===== src/hdl/cpr_pkg.sv =====
package cpr_pkg;

	// Register offsets (command code high byte of write command)
	localparam logic [7:0] OFF_FMT  = 8'h22;
	localparam logic [7:0] OFF_PT   = 8'h24;
	localparam logic [7:0] OFF_ADC1 = 8'h26;
	localparam logic [7:0] OFF_ADC2 = 8'h28;
	localparam logic [7:0] OFF_DAC  = 8'h2a;
	localparam logic [7:0] REG_RESET = 8'h00;

	// Command code high nibbles
	localparam logic [3:0] CMD_WR = 4'h2;
	localparam logic [3:0] CMD_RD = 4'h3;

	// Field positions
	localparam int DAC3_LSB = 6;
	localparam int DAC2_LSB = 4;
	localparam int DAC1_LSB = 2;
	localparam int CKS_BIT  = 1;
	localparam int PTI_LSB  = 6;
	localparam int PTO_LSB  = 4;
	localparam int F2_BIT   = 3;
	localparam int F1_BIT   = 2;
	localparam int HALF_BIT = 1;
	localparam int ASEL_LSB = 5;
	localparam int SWA_BIT  = 4;
	localparam int SWI_BIT  = 3;
	localparam int PS_BIT   = 2;
	localparam int MUTE_BIT = 7;

	// Bits that only change while the system is held in reset
	localparam logic [7:0] LOCK_FMT = 8'hfe;
	localparam logic [7:0] LOCK_PT  = 8'hf2;
	localparam logic [7:0] LOCK_ADC = 8'h02;
	localparam logic [7:0] LOCK_DAC = 8'h70;

	// Master clock ratios in multiples of fs
	localparam logic [11:0] RATIO_256  = 12'h100;
	localparam logic [11:0] RATIO_384  = 12'h180;
	localparam logic [11:0] RATIO_1024 = 12'h400;
	localparam logic [11:0] RATIO_1536 = 12'h600;
	localparam logic [11:0] RATIO_NA   = 12'h000;

	// Control port framing
	localparam logic [4:0] BITS_CMD  = 5'h08;
	localparam logic [4:0] BITS_WORD = 5'h10;
	localparam int         WORD_W    = 16;
	localparam int         FIFO_DEPTH = 8;

	// Source numbers of the input selector
	localparam logic [3:0] SRC_PAIR1 = 4'h1;
	localparam logic [3:0] SRC_PAIR2 = 4'h2;
	localparam logic [3:0] SRC_BASE  = 4'h2;

	typedef enum logic [2:0] {
		FMT_MSB24   = 3'b000,
		FMT_LSB24   = 3'b001,
		FMT_LSB16   = 3'b010,
		FMT_I2S     = 3'b011,
		FMT_THROUGH = 3'b100,
		FMT_NA      = 3'b111
	} cpr_fmt_type;

	function automatic logic [2:0] reg_index(input logic [7:0] off);
		return off[3:1];
	endfunction

	function automatic cpr_fmt_type dac_fmt(input logic [1:0] code, input logic i2s);
		if (i2s)
			return FMT_I2S;
		case (code)
			2'b00:   return FMT_MSB24;
			2'b01:   return FMT_LSB24;
			2'b11:   return FMT_LSB16;
			default: return FMT_NA;
		endcase
	endfunction

	function automatic cpr_fmt_type pt_fmt(input logic [1:0] code, input logic i2s);
		case (code)
			2'b00:   return FMT_THROUGH;
			2'b01:   return i2s ? FMT_I2S : FMT_MSB24;
			2'b10:   return i2s ? FMT_NA : FMT_LSB24;
			2'b11:   return i2s ? FMT_NA : FMT_LSB16;
			default: return FMT_NA;
		endcase
	endfunction

	function automatic logic [11:0] mclk_ratio(input logic [1:0] mode, input logic mclk_ratio_select,
			input logic halve);
		logic [11:0] r;
		case (mode)
			2'b00:   r = mclk_ratio_select ? RATIO_384 : RATIO_256;
			2'b01:   r = mclk_ratio_select ? RATIO_1536 : RATIO_1024;
			2'b10:   r = (mclk_ratio_select || halve) ? RATIO_NA : RATIO_256;
			default: r = RATIO_NA;
		endcase
		return halve ? {r[10:0], 1'b0} : r;
	endfunction

	function automatic logic [3:0] source_num(input logic [2:0] code, input logic [3:0] pair);
		return (code == 3'b000) ? pair : SRC_BASE + {1'b0, code};
	endfunction

endpackage


===== src/hdl/cpr_word_if.sv =====
`timescale 1ns/1ps
interface cpr_word_if #(parameter int WIDTH = 16);
	logic             valid;
	logic             ready;
	logic [WIDTH-1:0] data;
	modport src (output valid, output data, input ready);
	modport snk (input valid, input data, output ready);
endinterface


===== src/hdl/cpr_top.sv =====
`timescale 1ns/1ps
module cpr_top
	import cpr_pkg::*;
(
	input  wire logic        mclk_in,
	input  wire logic        sys_rst_in,
	input  wire logic        por_reset_n_in,
	input  wire logic        hold_reset_n_in,
	input  wire logic        ctl_cs_n_in,
	input  wire logic        ctl_sclk_in,
	input  wire logic        ctl_sdi_in,
	output logic             ctl_sdo_out,
	output logic             ctl_sdo_oe_out,
	output logic             ctl_ready_out,
	input  wire logic [1:0]  rate_mode_in,
	input  wire logic        i2s_interface_select_in,
	input  wire logic        frame_clock_in,
	input  wire logic        soft_mute_pin_in,
	input  wire logic        adc1_data_in,
	input  wire logic        adc2_data_in,
	input  wire logic        serial_pass_in,
	output logic             serial_out_one_out,
	output logic             serial_out_two_out,
	output cpr_pkg::cpr_fmt_type dac3_format_out,
	output cpr_pkg::cpr_fmt_type dac2_format_out,
	output cpr_pkg::cpr_fmt_type dac1_format_out,
	output cpr_pkg::cpr_fmt_type passthru_input_format_out,
	output cpr_pkg::cpr_fmt_type passthru_output_format_out,
	output logic             passthru_frame_delay_out,
	output logic [11:0]      mclk_ratio_out,
	output logic             mclk_halve_out,
	output logic [3:0]       adc1_source_select_out,
	output logic [3:0]       adc2_source_select_out,
	output logic             adc1_reset_out,
	output logic             adc2_reset_out,
	output logic             dac_reset_out,
	output logic             soft_mute_out
);
	import cpr_pkg::*;

	cpr_word_if #(.WIDTH(WORD_W)) port_q ();
	cpr_word_if #(.WIDTH(WORD_W)) apply_q ();

	logic [2:0] rd_index;
	logic [7:0] rd_data;
	logic       ctl_busy;

	cpr_ctl_port u_port (
		.mclk_in        (mclk_in),
		.sys_rst_in     (sys_rst_in),
		.ctl_cs_n_in    (ctl_cs_n_in),
		.ctl_sclk_in    (ctl_sclk_in),
		.ctl_sdi_in     (ctl_sdi_in),
		.rd_data_in     (rd_data),
		.rd_index_out   (rd_index),
		.busy_out       (ctl_busy),
		.ctl_sdo_out    (ctl_sdo_out),
		.ctl_sdo_oe_out (ctl_sdo_oe_out),
		.wq             (port_q)
	);

	cpr_fifo #(.WIDTH(WORD_W), .DEPTH(FIFO_DEPTH)) u_fifo (
		.mclk_in    (mclk_in),
		.sys_rst_in (sys_rst_in),
		.wr         (port_q),
		.rd         (apply_q)
	);

	// Writes stall while a read answer is shifting out
	assign apply_q.ready = !ctl_busy;

	// Pin synchronisers
	logic [1:0] por_sync_reg, hold_sync_reg, mute_sync_reg, pass_sync_reg;
	logic [2:0] frame_sync_reg;

	always_ff @(posedge mclk_in or posedge sys_rst_in) begin
		if (sys_rst_in) begin
			por_sync_reg   <= 2'h0;
			hold_sync_reg  <= 2'h0;
			mute_sync_reg  <= 2'h0;
			pass_sync_reg  <= 2'h0;
			frame_sync_reg <= 3'h0;
		end else begin
			por_sync_reg   <= {por_sync_reg[0], por_reset_n_in};
			hold_sync_reg  <= {hold_sync_reg[0], hold_reset_n_in};
			mute_sync_reg  <= {mute_sync_reg[0], soft_mute_pin_in};
			pass_sync_reg  <= {pass_sync_reg[0], serial_pass_in};
			frame_sync_reg <= {frame_sync_reg[1:0], frame_clock_in};
		end
	end

	logic por_active, sys_reset_state;
	assign por_active      = !por_sync_reg[1];
	assign sys_reset_state = por_sync_reg[1] && !hold_sync_reg[1];

	// Register file
	logic [7:0] fmt_reg, fmt_next;
	logic [7:0] pt_reg, pt_next;
	logic [7:0] adc1_reg, adc1_next;
	logic [7:0] adc2_reg, adc2_next;
	logic [7:0] dac_reg, dac_next;
	logic [7:0] wdata;
	logic [2:0] widx;

	function automatic logic [7:0] merge(input logic [7:0] old, input logic [7:0] val,
			input logic [7:0] lock, input logic in_reset);
		logic [7:0] m;
		m = in_reset ? val : ((old & lock) | (val & ~lock));
		return {m[7:1], 1'b0};
	endfunction

	function automatic logic [7:0] merge_adc(input logic [7:0] old, input logic [7:0] val,
			input logic in_reset);
		logic [7:0] m;
		m = merge(old, val, LOCK_ADC, in_reset);
		m[PS_BIT] = m[PS_BIT] | (old[PS_BIT] & !in_reset);
		return m;
	endfunction

	always_comb begin
		wdata     = apply_q.data[7:0];
		widx      = apply_q.data[11:9];
		fmt_next  = fmt_reg;
		pt_next   = pt_reg;
		adc1_next = adc1_reg;
		adc2_next = adc2_reg;
		dac_next  = dac_reg;
		if (por_active) begin
			fmt_next  = REG_RESET;
			pt_next   = REG_RESET;
			adc1_next = REG_RESET;
			adc2_next = REG_RESET;
			dac_next  = REG_RESET;
		end else if (apply_q.valid && apply_q.ready) begin
			case (widx)
				reg_index(OFF_FMT):  fmt_next  = merge(fmt_reg, wdata, LOCK_FMT, sys_reset_state);
				reg_index(OFF_PT):   pt_next   = merge(pt_reg, wdata, LOCK_PT, sys_reset_state);
				reg_index(OFF_ADC1): adc1_next = merge_adc(adc1_reg, wdata, sys_reset_state);
				reg_index(OFF_ADC2): adc2_next = merge_adc(adc2_reg, wdata, sys_reset_state);
				reg_index(OFF_DAC):  dac_next  = merge(dac_reg, wdata, LOCK_DAC, sys_reset_state);
				default: ;
			endcase
		end
		case (rd_index)
			reg_index(OFF_FMT):  rd_data = fmt_reg;
			reg_index(OFF_PT):   rd_data = pt_reg;
			reg_index(OFF_ADC1): rd_data = adc1_reg;
			reg_index(OFF_ADC2): rd_data = adc2_reg;
			reg_index(OFF_DAC):  rd_data = dac_reg;
			default:             rd_data = 8'h00;
		endcase
	end

	always_ff @(posedge mclk_in or posedge sys_rst_in) begin
		if (sys_rst_in) begin
			fmt_reg  <= REG_RESET;
			pt_reg   <= REG_RESET;
			adc1_reg <= REG_RESET;
			adc2_reg <= REG_RESET;
			dac_reg  <= REG_RESET;
		end else begin
			fmt_reg  <= fmt_next;
			pt_reg   <= pt_next;
			adc1_reg <= adc1_next;
			adc2_reg <= adc2_next;
			dac_reg  <= dac_next;
		end
	end

	// Routing taken over only on the frame edge
	logic [5:0] route_reg, route_next;
	logic       frame_edge;

	always_comb begin
		frame_edge = i2s_interface_select_in
			? (!frame_sync_reg[1] && frame_sync_reg[2])
			: (frame_sync_reg[1] && !frame_sync_reg[2]);
		route_next = route_reg;
		if (frame_edge)
			route_next = {pt_reg[F2_BIT], pt_reg[F1_BIT], adc1_reg[SWA_BIT],
				adc1_reg[SWI_BIT], adc2_reg[SWA_BIT], adc2_reg[SWI_BIT]};
	end

	always_ff @(posedge mclk_in or posedge sys_rst_in) begin
		if (sys_rst_in)
			route_reg <= 6'h00;
		else
			route_reg <= route_next;
	end

	// Decoded outputs
	logic         a1, a2, o1_next, o2_next, ready_next;
	logic         pt_thru, mute_next, rst1_next, rst2_next;
	cpr_fmt_type  d3_next, d2_next, d1_next, pti_next, pto_next;
	logic [11:0]  ratio_next;
	logic [3:0]   s1_next, s2_next;

	always_comb begin
		a1 = adc1_data_in && !adc1_reg[PS_BIT];
		a2 = adc2_data_in && !adc2_reg[PS_BIT];
		o1_next = route_reg[2] ? pass_sync_reg[1] : (route_reg[3] ? a2 : a1);
		o2_next = route_reg[0] ? pass_sync_reg[1] : (route_reg[1] ? a1 : a2);
		o1_next = o1_next && !route_reg[4];
		o2_next = o2_next && !route_reg[5];
		d3_next = dac_fmt(fmt_reg[DAC3_LSB +: 2], i2s_interface_select_in);
		d2_next = dac_fmt(fmt_reg[DAC2_LSB +: 2], i2s_interface_select_in);
		d1_next = dac_fmt(fmt_reg[DAC1_LSB +: 2], i2s_interface_select_in);
		pt_thru = (pt_reg[PTI_LSB +: 2] == 2'b00) || (pt_reg[PTO_LSB +: 2] == 2'b00);
		pti_next = pt_thru ? FMT_THROUGH
			: pt_fmt(pt_reg[PTI_LSB +: 2], i2s_interface_select_in);
		pto_next = pt_thru ? FMT_THROUGH
			: pt_fmt(pt_reg[PTO_LSB +: 2], i2s_interface_select_in);
		ratio_next = mclk_ratio(rate_mode_in, fmt_reg[CKS_BIT], pt_reg[HALF_BIT]);
		s1_next    = source_num(adc1_reg[ASEL_LSB +: 3], SRC_PAIR1);
		s2_next    = source_num(adc2_reg[ASEL_LSB +: 3], SRC_PAIR2);
		rst1_next  = adc1_reg[PS_BIT] || sys_reset_state || por_active;
		rst2_next  = adc2_reg[PS_BIT] || sys_reset_state || por_active;
		mute_next  = dac_reg[MUTE_BIT] || mute_sync_reg[1];
		ready_next = port_q.ready;
	end

	always_ff @(posedge mclk_in or posedge sys_rst_in) begin
		if (sys_rst_in) begin
			serial_out_one_out         <= 1'b0;
			serial_out_two_out         <= 1'b0;
			dac3_format_out            <= FMT_MSB24;
			dac2_format_out            <= FMT_MSB24;
			dac1_format_out            <= FMT_MSB24;
			passthru_input_format_out  <= FMT_THROUGH;
			passthru_output_format_out <= FMT_THROUGH;
			passthru_frame_delay_out   <= 1'b0;
			mclk_ratio_out             <= RATIO_256;
			mclk_halve_out             <= 1'b0;
			adc1_source_select_out     <= SRC_PAIR1;
			adc2_source_select_out     <= SRC_PAIR2;
			adc1_reset_out             <= 1'b1;
			adc2_reset_out             <= 1'b1;
			dac_reset_out              <= 1'b1;
			soft_mute_out              <= 1'b0;
			ctl_ready_out              <= 1'b0;
		end else begin
			serial_out_one_out         <= o1_next;
			serial_out_two_out         <= o2_next;
			dac3_format_out            <= d3_next;
			dac2_format_out            <= d2_next;
			dac1_format_out            <= d1_next;
			passthru_input_format_out  <= pti_next;
			passthru_output_format_out <= pto_next;
			passthru_frame_delay_out   <= !pt_thru;
			mclk_ratio_out             <= ratio_next;
			mclk_halve_out             <= pt_reg[HALF_BIT];
			adc1_source_select_out     <= s1_next;
			adc2_source_select_out     <= s2_next;
			adc1_reset_out             <= rst1_next;
			adc2_reset_out             <= rst2_next;
			dac_reset_out              <= sys_reset_state || por_active;
			soft_mute_out              <= mute_next;
			ctl_ready_out              <= ready_next;
		end
	end
endmodule // cpr_top


===== src/hdl/cpr_fifo.sv =====
`timescale 1ns/1ps
module cpr_fifo #(
	parameter int WIDTH = 16,
	parameter int DEPTH = 8
) (
	input  wire logic mclk_in,
	input  wire logic sys_rst_in,
	cpr_word_if.snk   wr,
	cpr_word_if.src   rd
);
	localparam int AW = $clog2(DEPTH);

	logic [WIDTH-1:0] mem [DEPTH];
	logic [AW-1:0]    wr_ptr_reg, wr_ptr_next;
	logic [AW-1:0]    rd_ptr_reg, rd_ptr_next;
	logic [AW:0]      count_reg, count_next;
	logic             push, pop;

	assign wr.ready = (count_reg != (AW+1)'(DEPTH));
	assign rd.valid = (count_reg != '0);
	assign rd.data  = mem[rd_ptr_reg];

	always_comb begin
		push        = wr.valid && wr.ready;
		pop         = rd.valid && rd.ready;
		wr_ptr_next = push ? AW'((wr_ptr_reg + 1'b1) % DEPTH) : wr_ptr_reg;
		rd_ptr_next = pop ? AW'((rd_ptr_reg + 1'b1) % DEPTH) : rd_ptr_reg;
		count_next  = count_reg + (AW+1)'(push) - (AW+1)'(pop);
	end

	always_ff @(posedge mclk_in or posedge sys_rst_in) begin
		if (sys_rst_in) begin
			wr_ptr_reg <= '0;
			rd_ptr_reg <= '0;
			count_reg  <= '0;
		end else begin
			wr_ptr_reg <= wr_ptr_next;
			rd_ptr_reg <= rd_ptr_next;
			count_reg  <= count_next;
		end
	end

	always_ff @(posedge mclk_in) begin
		if (push)
			mem[wr_ptr_reg] <= wr.data;
	end
endmodule // cpr_fifo


===== src/hdl/cpr_ctl_port.sv =====
`timescale 1ns/1ps
module cpr_ctl_port
	import cpr_pkg::*;
(
	input  wire logic       mclk_in,
	input  wire logic       sys_rst_in,
	input  wire logic       ctl_cs_n_in,
	input  wire logic       ctl_sclk_in,
	input  wire logic       ctl_sdi_in,
	input  wire logic [7:0] rd_data_in,
	output logic      [2:0] rd_index_out,
	output logic            busy_out,
	output logic            ctl_sdo_out,
	output logic            ctl_sdo_oe_out,
	cpr_word_if.src         wq
);
	logic [2:0]  sclk_sync_reg;
	logic [1:0]  cs_sync_reg, sdi_sync_reg;
	logic [4:0]  cnt_reg, cnt_next;
	logic [15:0] shift_reg, shift_next;
	logic [7:0]  out_reg, out_next;
	logic        oe_reg, oe_next;
	logic        load_reg, load_next;
	logic        valid_reg, valid_next;
	logic [15:0] word_reg, word_next;
	logic        active, rise, fall;

	assign rd_index_out   = shift_reg[3:1];
	assign busy_out       = oe_reg;
	assign ctl_sdo_out    = out_reg[7];
	assign ctl_sdo_oe_out = oe_reg;
	assign wq.valid       = valid_reg;
	assign wq.data        = word_reg;

	always_comb begin
		active     = !cs_sync_reg[1];
		rise       = sclk_sync_reg[1] && !sclk_sync_reg[2];
		fall       = !sclk_sync_reg[1] && sclk_sync_reg[2];
		cnt_next   = cnt_reg;
		shift_next = shift_reg;
		out_next   = out_reg;
		oe_next    = oe_reg;
		load_next  = 1'b0;
		word_next  = word_reg;
		valid_next = valid_reg && !wq.ready;
		if (!active) begin
			cnt_next = '0;
			oe_next  = 1'b0;
		end else if (rise && cnt_reg != BITS_WORD) begin
			shift_next = {shift_reg[14:0], sdi_sync_reg[1]};
			cnt_next   = cnt_reg + 5'h01;
			load_next  = (cnt_reg == BITS_CMD - 5'h01);
			// Word dropped when the queue has not taken the previous one
			if (cnt_reg == BITS_WORD - 5'h01 && shift_reg[14:11] == CMD_WR[3:0]
					&& !valid_next) begin
				word_next  = {shift_reg[14:0], sdi_sync_reg[1]};
				valid_next = 1'b1;
			end
		end
		if (active && load_reg && shift_reg[7:4] == CMD_RD) begin
			out_next = rd_data_in;
			oe_next  = 1'b1;
		end else if (active && fall && oe_reg && cnt_reg > BITS_CMD + 5'h00
				&& cnt_reg < BITS_WORD) begin
			out_next = {out_reg[6:0], 1'b0};
		end
	end

	always_ff @(posedge mclk_in or posedge sys_rst_in) begin
		if (sys_rst_in) begin
			cs_sync_reg   <= 2'h3;
			sclk_sync_reg <= 3'h0;
			sdi_sync_reg  <= 2'h0;
			cnt_reg       <= '0;
			shift_reg     <= '0;
			out_reg       <= '0;
			oe_reg        <= 1'b0;
			load_reg      <= 1'b0;
			valid_reg     <= 1'b0;
			word_reg      <= '0;
		end else begin
			cs_sync_reg   <= {cs_sync_reg[0], ctl_cs_n_in};
			sclk_sync_reg <= {sclk_sync_reg[1:0], ctl_sclk_in};
			sdi_sync_reg  <= {sdi_sync_reg[0], ctl_sdi_in};
			cnt_reg       <= cnt_next;
			shift_reg     <= shift_next;
			out_reg       <= out_next;
			oe_reg        <= oe_next;
			load_reg      <= load_next;
			valid_reg     <= valid_next;
			word_reg      <= word_next;
		end
	end
endmodule // cpr_ctl_port


===== config.mk =====
export PLATFORM = sky130hd
export DESIGN_NAME = cpr_top
export DESIGN_NICKNAME = d
export VERILOG_FILES = /design/src/hdl/cpr_pkg.sv /design/src/hdl/cpr_word_if.sv /design/src/hdl/cpr_top.sv /design/src/hdl/cpr_fifo.sv /design/src/hdl/cpr_ctl_port.sv
export SDC_FILE = /design/constraint.sdc
export NUM_CORES = 1
export LEC_CHECK = 0
export ABC_AREA = 1
export BUFFER_PORTS_ARGS = -buffer_cell sky130_fd_sc_hd__buf_4
export CORE_MARGIN = 4
export CORE_UTILIZATION = 35
export CTS_BUF_LIST = sky130_fd_sc_hd__clkbuf_8
export DETAILED_ROUTE_END_ITERATION = 8
export PLACE_DENSITY = 0.5
export SLEW_MARGIN = 20
export SYNTH_ARGS = -nofsm -noshare
export SYNTH_HDL_FRONTEND = slang
export SYNTH_HIERARCHICAL = 1
export SYNTH_SLANG_ARGS = --single-unit

===== constraint.sdc =====
create_clock -name mclk_in -period 4 [get_ports mclk_in]
set_input_delay 0.6 -clock mclk_in [delete_from_list [all_inputs] [get_ports mclk_in]]
set_output_delay 0.6 -clock mclk_in [all_outputs]
set_load 0.005 [all_outputs]

==> run summary, run 1 <==
Clock network
* number of setup buffers added after CTS: 0
* # resized after CTS: 0
* TritonCTS buffer count: 41
* master cell of the clock root buffer: clkbuf_8
* CTS H-tree depth: 2
* CTS clk-pin slew, worst paths: 0.06 ns
* clock net sink count: 227
* TritonCTS clock tree: built
* Skew-Pair Late Insertion Delay: 0.53 ns
* total of hold buffers inserted after clock tree synthesis: 0
* Bufs on Longest Clock Path: 3

Floorplanning
* Core Footprint: 28200 sq um
* floorplan row count: 61
* vertical die dimension: 178 microns
* Chip Width: 178 microns
* area of the die: 31600 sq um
* starting density of the core: 0.359
* Ports: 61

Route
* total number of vias: 6984
* routed length per placed instance: 14.3 microns
* Avg Vias per Cell: 4.50
* wire length after detailed routing: 22.2 mm
* Detailed Route Iter0 Violations: 443
* DRC Markers: 0
* Post-DRT Antenna Nets: 0
* first-pass detailed-route iteration total: 5

Timing
* Final Cycle Share: 0.569
* number of hold violations in the final report: 0
* time the worst path needs with I/O delays and setup: 2.28 ns
* measured slew at the worst slew-check pin: 0.966 ns
* Relative slew margins: 0.356
* Final Slew Violations: 0
* setup TNS after final layout: 0 ns
* Worst Clk Skew: 0.0132 ns
* Final setup viols: 0
* RSZ-0062 raised after global routing: no
* maximum clock rate: 439 MHz

Critical path
* kind of cell with the highest combined delay on the critical path: simple AND/OR/NAND/NOR gates
* Crit path top cell by count: nand2_1
* cells on worst reg2reg path: 12
* worst-path fanout max: 22
* CP Buf/Inv Count: 4
* r2r startpoint: u_fifo/rd_ptr_reg[1]
* Crit Path Category: reg2reg
* category of the worst setup path capture point: flip-flop
* destination of the worst register-to-register timing path: adc1_reg[6]
* WP data arrival: 2.72 ns
* maximum single-stage delay on the critical path: 0.41 ns
* CP Cell Sequence: buf_4 > inv_2 > nand3_1 > nand2_1 > nand2_1 > nand2_1 > inv_1 > nand3_1 > inv_1 > nand2_1 > nand3_1 > o21ai_1
* cell at the slowest stage of the critical path: inv_2
* startpoint type of the worst setup path: flip-flop
* R2R Setup Slk: 1.72 ns
* required time of the worst setup path: 4.44 ns

Finish
* share of post-route cells with drive strength above 1: 0.142
* post-synthesis to final-layout area growth: 13.7%
* final std cells w/o fill: 1551
* max FFs per register: 80
* diode insertion count for antenna repair: 0
* fin nets: 1175

GRT
* Tot GR Track Use: 0.145
* via count of the first global-routing pass: 6854
* grt total ovfl: 0
* largest net degree at the start of global routing: 69
* wire length of the first global-routing pass: 36.5 mm
* number of antenna violations at the first check in global routing: 0

Placement
* placed wire-length estimate: 14.5 mm
* final weighted congestion of routability-driven global placement: 0.821
* Port Buf Inserts: 53
* total placed cells including tap cells: 1476

Job
* number of max-cap violations: 0

Logic synthesis
* average instance area after synthesis: 9.36 sq um
* Post-Syn Area: 10100 sq um
* synthesis warning total: 6
* number of instances in the synthesized netlist: 1079

Power
* PwrDens: 418 nW/um^2
* IR Drop Worst-Case VDD: 0.192 mV
* leakage: 5.70 nW

Status
* outcome: finished, final reports clean

Worst hold path
* classification of the worst-slack hold path: in2async

[per-layer routing]
layer	GRT usage	vias up	share of wire	routed length (microns)
met5	0	-	0	0
met4	0.0445	0	0.020	450
met3	0.0294	39	0.046	1020
met2	0.222	135	0.45	9980
met1	0.209	3297	0.48	10700
li1	-	3513	-	-
[layout by cell type (no fill, tap or decap), types with 16 or more instances in the layout]
cell,count
nand3_1,110
o21ai_1,18
edfxtp_1,80
o21ai_0,19
nand2_1,347
nand4_1,16
clkbuf_8,50
dfrtp_1,137
nor2_1,46
ha_1,18
buf_4,65
inv_1,165
[through the flow]
stage          area (sq um)  total power (W)  hold WS, ns  setup slack [ns]   util
3_3_place_gp          10700          0.00277        0.334              1.73  0.380
6_report              11500          0.00480       0.0959              1.72  0.408
5_1_grt               11500          0.00502        0.106              1.43  0.408
4_1_cts               11500          0.00488       0.0822              1.70  0.408
2_1_floorplan         10100          0.00270        0.331              1.11      -
3_5_place_dp          10700          0.00277        0.336              1.72  0.380
[how the worst max path moves through the flow]
stage                    startpoint                   to  slack (ns)  depth (start not counted)
2_1_floorplan            sys_rst_in          adc1_reg[1]        1.11                          1
3_3_place_gp   u_fifo/rd_ptr_reg[1]           dac_reg[4]        1.73                         10
3_5_place_dp    u_fifo/count_reg[2]  u_fifo/count_reg[2]        1.72                          9
4_1_cts        u_fifo/rd_ptr_reg[1]          adc1_reg[5]        1.70                         11
5_1_grt        u_fifo/rd_ptr_reg[0]            pt_reg[7]        1.43                         12
6_report       u_fifo/rd_ptr_reg[1]          adc1_reg[6]        1.72                         12
[layout make-up]
class | count | area [sq um]
inverter | 165 | 623
fill | 2825 | 16700
clock buffer | 50 | 688
timing repair buffer | 65 | 488
tap | 378 | 473
clock inverter | 25 | 109
multi-input combinational | 641 | 3010
sequential | 227 | 6090
[where the power goes]
group / switching, W / total [W] / internal [W]
Clock: 0.000939 / 0.00207 / 0.00113
Combinational: 0.000136 / 0.000202 / 0.0000660
Sequential: 0.0000709 / 0.00252 / 0.00245
Total: 0.00115 / 0.00480 / 0.00365
Note: power is estimated with default switching activity, not from simulation.
==> run 2: changes to the inputs <==
- clock period: 4 -> 2.15 ns (I/O delays scaled with it)
==> run 2 against run 1 <==
Hold slack improved by 0.048 ns. Sequential cell count stayed put. Power grew 83%. Sequential share of layout area shrank 1.2 points. Clock-buffer cell count shrank 5. Final area is 2.3% higher. Via count rose by 2.2%. Utilization increased by 0.92 points. First-iteration DRC count is 8.6% lower. Global-route usage is 0.093 points lower. Critical endpoint is now u_fifo/count_reg[2]. Clock power rose by 76%.
==> run summary, run 2 (synthesis results as in run 1) <==
Status
* outcome: finished, final reports clean, unchanged

Power
* leakage: 5.88 nW, was 5.70 nW
* IR Drop Worst-Case VDD: 0.326 mV, was 0.192 mV
* PwrDens: 746 nW/um^2, was 418 nW/um^2

Placement
* Post-DP Area: 10900 sq um, was 10700 sq um
* placed wire-length estimate: 15.3 mm, was 14.5 mm
* final weighted congestion of routability-driven global placement: 0.808, was 0.821
* Port Buf Inserts: 53, unchanged
* total placed cells including tap cells: 1495, was 1476
* Setup WS pre-CTS: 0.108 ns, was 1.72 ns

Critical path
* kind of cell with the highest combined delay on the critical path: adder cells, was simple AND/OR/NAND/NOR gates
* startpoint type of the worst setup path: flip-flop, unchanged
* cells on worst reg2reg path: 10, was 12
* cell at the slowest stage of the critical path: dfrtp_1, was inv_2
* maximum single-stage delay on the critical path: 0.38 ns, was 0.41 ns
* CP Cell Sequence: inv_1 > ha_1 > nand3_1 > nand2_1 > inv_1 > ha_1 > inv_1 > ha_1 > fa_1 > xor2_1, was buf_4 > inv_2 > nand3_1 > nand2_1 > nand2_1 > nand2_1 > inv_1 > nand3_1 > inv_1 > nand2_1 > nand3_1 > o21ai_1
* WP data arrival: 2.40 ns, was 2.72 ns
* total stage count of the critical path: 10, was 12
* worst-path fanout max: 3, was 22
* Crit Path Category: reg2reg, unchanged
* CP Buf/Inv Count: 3, was 4
* category of the worst setup path capture point: flip-flop, unchanged
* required time of the worst setup path: 2.56 ns, was 4.44 ns

Job
* number of max-cap violations: 0, unchanged

Timing
* setup slack of the critical path after layout: 0.161 ns, was 1.72 ns
* setup TNS after final layout: 0 ns, unchanged
* RSZ-0062 raised after global routing: no, unchanged
* Final Slew Violations: 0, unchanged
* Relative slew margins: 0.574, was 0.356
* number of hold violations in the final report: 0, unchanged
* Final Hold Slack: 0.144 ns, was 0.0959 ns
* measured slew at the worst slew-check pin: 0.639 ns, was 0.966 ns
* Final Cycle Share: 0.925, was 0.569
* Final setup viols: 0, unchanged
* maximum clock rate: 503 MHz, was 439 MHz
* Worst Clk Skew: 0.0223 ns, was 0.0132 ns
* time the worst path needs with I/O delays and setup: 1.99 ns, was 2.28 ns

GRT
* largest net degree at the start of global routing: 90, was 69
* Tot GR Track Use: 0.144, was 0.145
* number of antenna violations at the first check in global routing: 0, unchanged
* grt total ovfl: 0, unchanged
* wire length of the first global-routing pass: 36.3 mm, was 36.5 mm
* via count of the first global-routing pass: 6996, was 6854

Floorplanning
* floorplan row count: 61, unchanged
* starting density of the core: 0.359, unchanged
* Core Footprint: 28200 sq um, unchanged
* Ports: 61, unchanged
* Chip Width: 178 microns, unchanged
* area of the die: 31600 sq um, unchanged
* vertical die dimension: 178 microns, unchanged

Clock network
* TritonCTS clock tree: built, unchanged
* CTS clk-pin slew, worst paths: 0.06 ns, about the same
* Skew-Pair Late Insertion Delay: 0.54 ns, was 0.53 ns
* CTS H-tree depth: 2, unchanged
* Bufs on Longest Clock Path: 3, unchanged
* TritonCTS buffer count: 41, unchanged
* clock net sink count: 227, unchanged
* master cell of the clock root buffer: clkbuf_8, unchanged

Finish
* max FFs per register: 80, unchanged
* final std cells w/o fill: 1582, was 1551
* most common cell after layout, fill and taps aside: nand2_1, unchanged
* diode insertion count for antenna repair: 0, unchanged
* share of post-route cells with drive strength above 1: 0.150, was 0.142
* fin nets: 1206, was 1175
* cell area after layout: 11700 sq um, was 11500 sq um
* post-synthesis to final-layout area growth: 16.3%, was 13.7%
* highest-count cells in the layout ignoring fill and taps: 346 x nand2_1, 171 x inv_1, 137 x dfrtp_1, 109 x nand3_1, 82 x buf_4, was 347 x nand2_1, 165 x inv_1, 137 x dfrtp_1, 110 x nand3_1, 80 x edfxtp_1

Route
* routed length per placed instance: 14.1 microns, was 14.3 microns
* first-pass detailed-route iteration total: 4, was 5
* wire length after detailed routing: 22.3 mm, was 22.2 mm
* total number of vias: 7141, was 6984
* Post-DRT Antenna Nets: 0, unchanged
* DRC Markers: 0, unchanged
* Detailed Route Iter0 Violations: 405, was 443
* Avg Vias per Cell: 4.51, was 4.50

Worst hold path
* classification of the worst-slack hold path: in2reg, was in2async
* Hold Crit Depth: 5

-- run 2: changes by cell type in the layout (fill, tap and decap cells not counted), moves of 2 or more --
cell,delta
buf_4,+17
dlygate4sd3_1,+12
clkinv_2,-6
inv_1,+6
clkbuf_8,-5
buf_12,+2
inv_6,+2
-- run 2: what timing repair did --
item | in CTS | in global routing
endpoints found under the setup margin | 0 | 17
gates resized for setup | 0 | 7
hold buffers | 12 | 0
hold endpoints to repair | 150 | 0
buffers inserted | 0 | 0
-- run 2: metal layers --
metal / routed length, microns / vias up / GRT usage
li1: - / 3571 / -
met1: 10600 / 3347 / 0.203
met2: 9710 / 174 / 0.218
met3: 1370 / 49 / 0.0356
met4: 662 / 0 / 0.0509
met5: 0 / - / 0
-- run 2: final timing paths --
path                                     startpoint              endpoint  slack, ns
worst max-delay path            u_fifo/count_reg[3]   u_fifo/count_reg[2]       0.16
worst min-delay path                   adc2_data_in    serial_out_one_out       0.14
worst max register to register  u_fifo/count_reg[3]   u_fifo/count_reg[2]       0.16
worst min register to register      por_sync_reg[0]       por_sync_reg[1]       0.34
max in group asynchronous                sys_rst_in     u_port/out_reg[7]       1.19
min in group asynchronous                sys_rst_in  u_fifo/rd_ptr_reg[0]       0.38
-- run 2: stage by stage --
step / total power, W / util
final: 0.00876 / 0.417
after global routing: 0.00921 / 0.417
after CTS: 0.00893 / 0.416
after detailed placement: 0.00519 / 0.386
after global placement: 0.00518 / 0.386
after floorplan: 0.00503 / -
-- run 2: layout make-up --
| type | count | area, sq um |
|---|---|---|
| tap | 378 | 473 |
| fill | 2803 | 16400 |
| inverter | 165 | 626 |
| timing repair buffer | 96 | 776 |
| sequential | 227 | 6090 |
| clock inverter | 30 | 131 |
| clock buffer | 45 | 619 |
| multi-input combinational | 641 | 3030 |
-- run 2: power breakdown --
part | internal, W | total, W | switching [W]
clock | 0.00193 | 0.00365 | 0.00172
sequential | 0.00457 | 0.00465 | 0.0000818
combinational | 0.000159 | 0.000470 | 0.000310
-- run 2: worst reg2reg max path: stages, from the launching register on --
cell	delay [ns]
dfrtp_1	0.38
inv_1	0.06
ha_1	0.13
nand3_1	0.10
nand2_1	0.10
inv_1	0.07
ha_1	0.28
inv_1	0.04
ha_1	0.19
fa_1	0.37
xor2_1	0.15
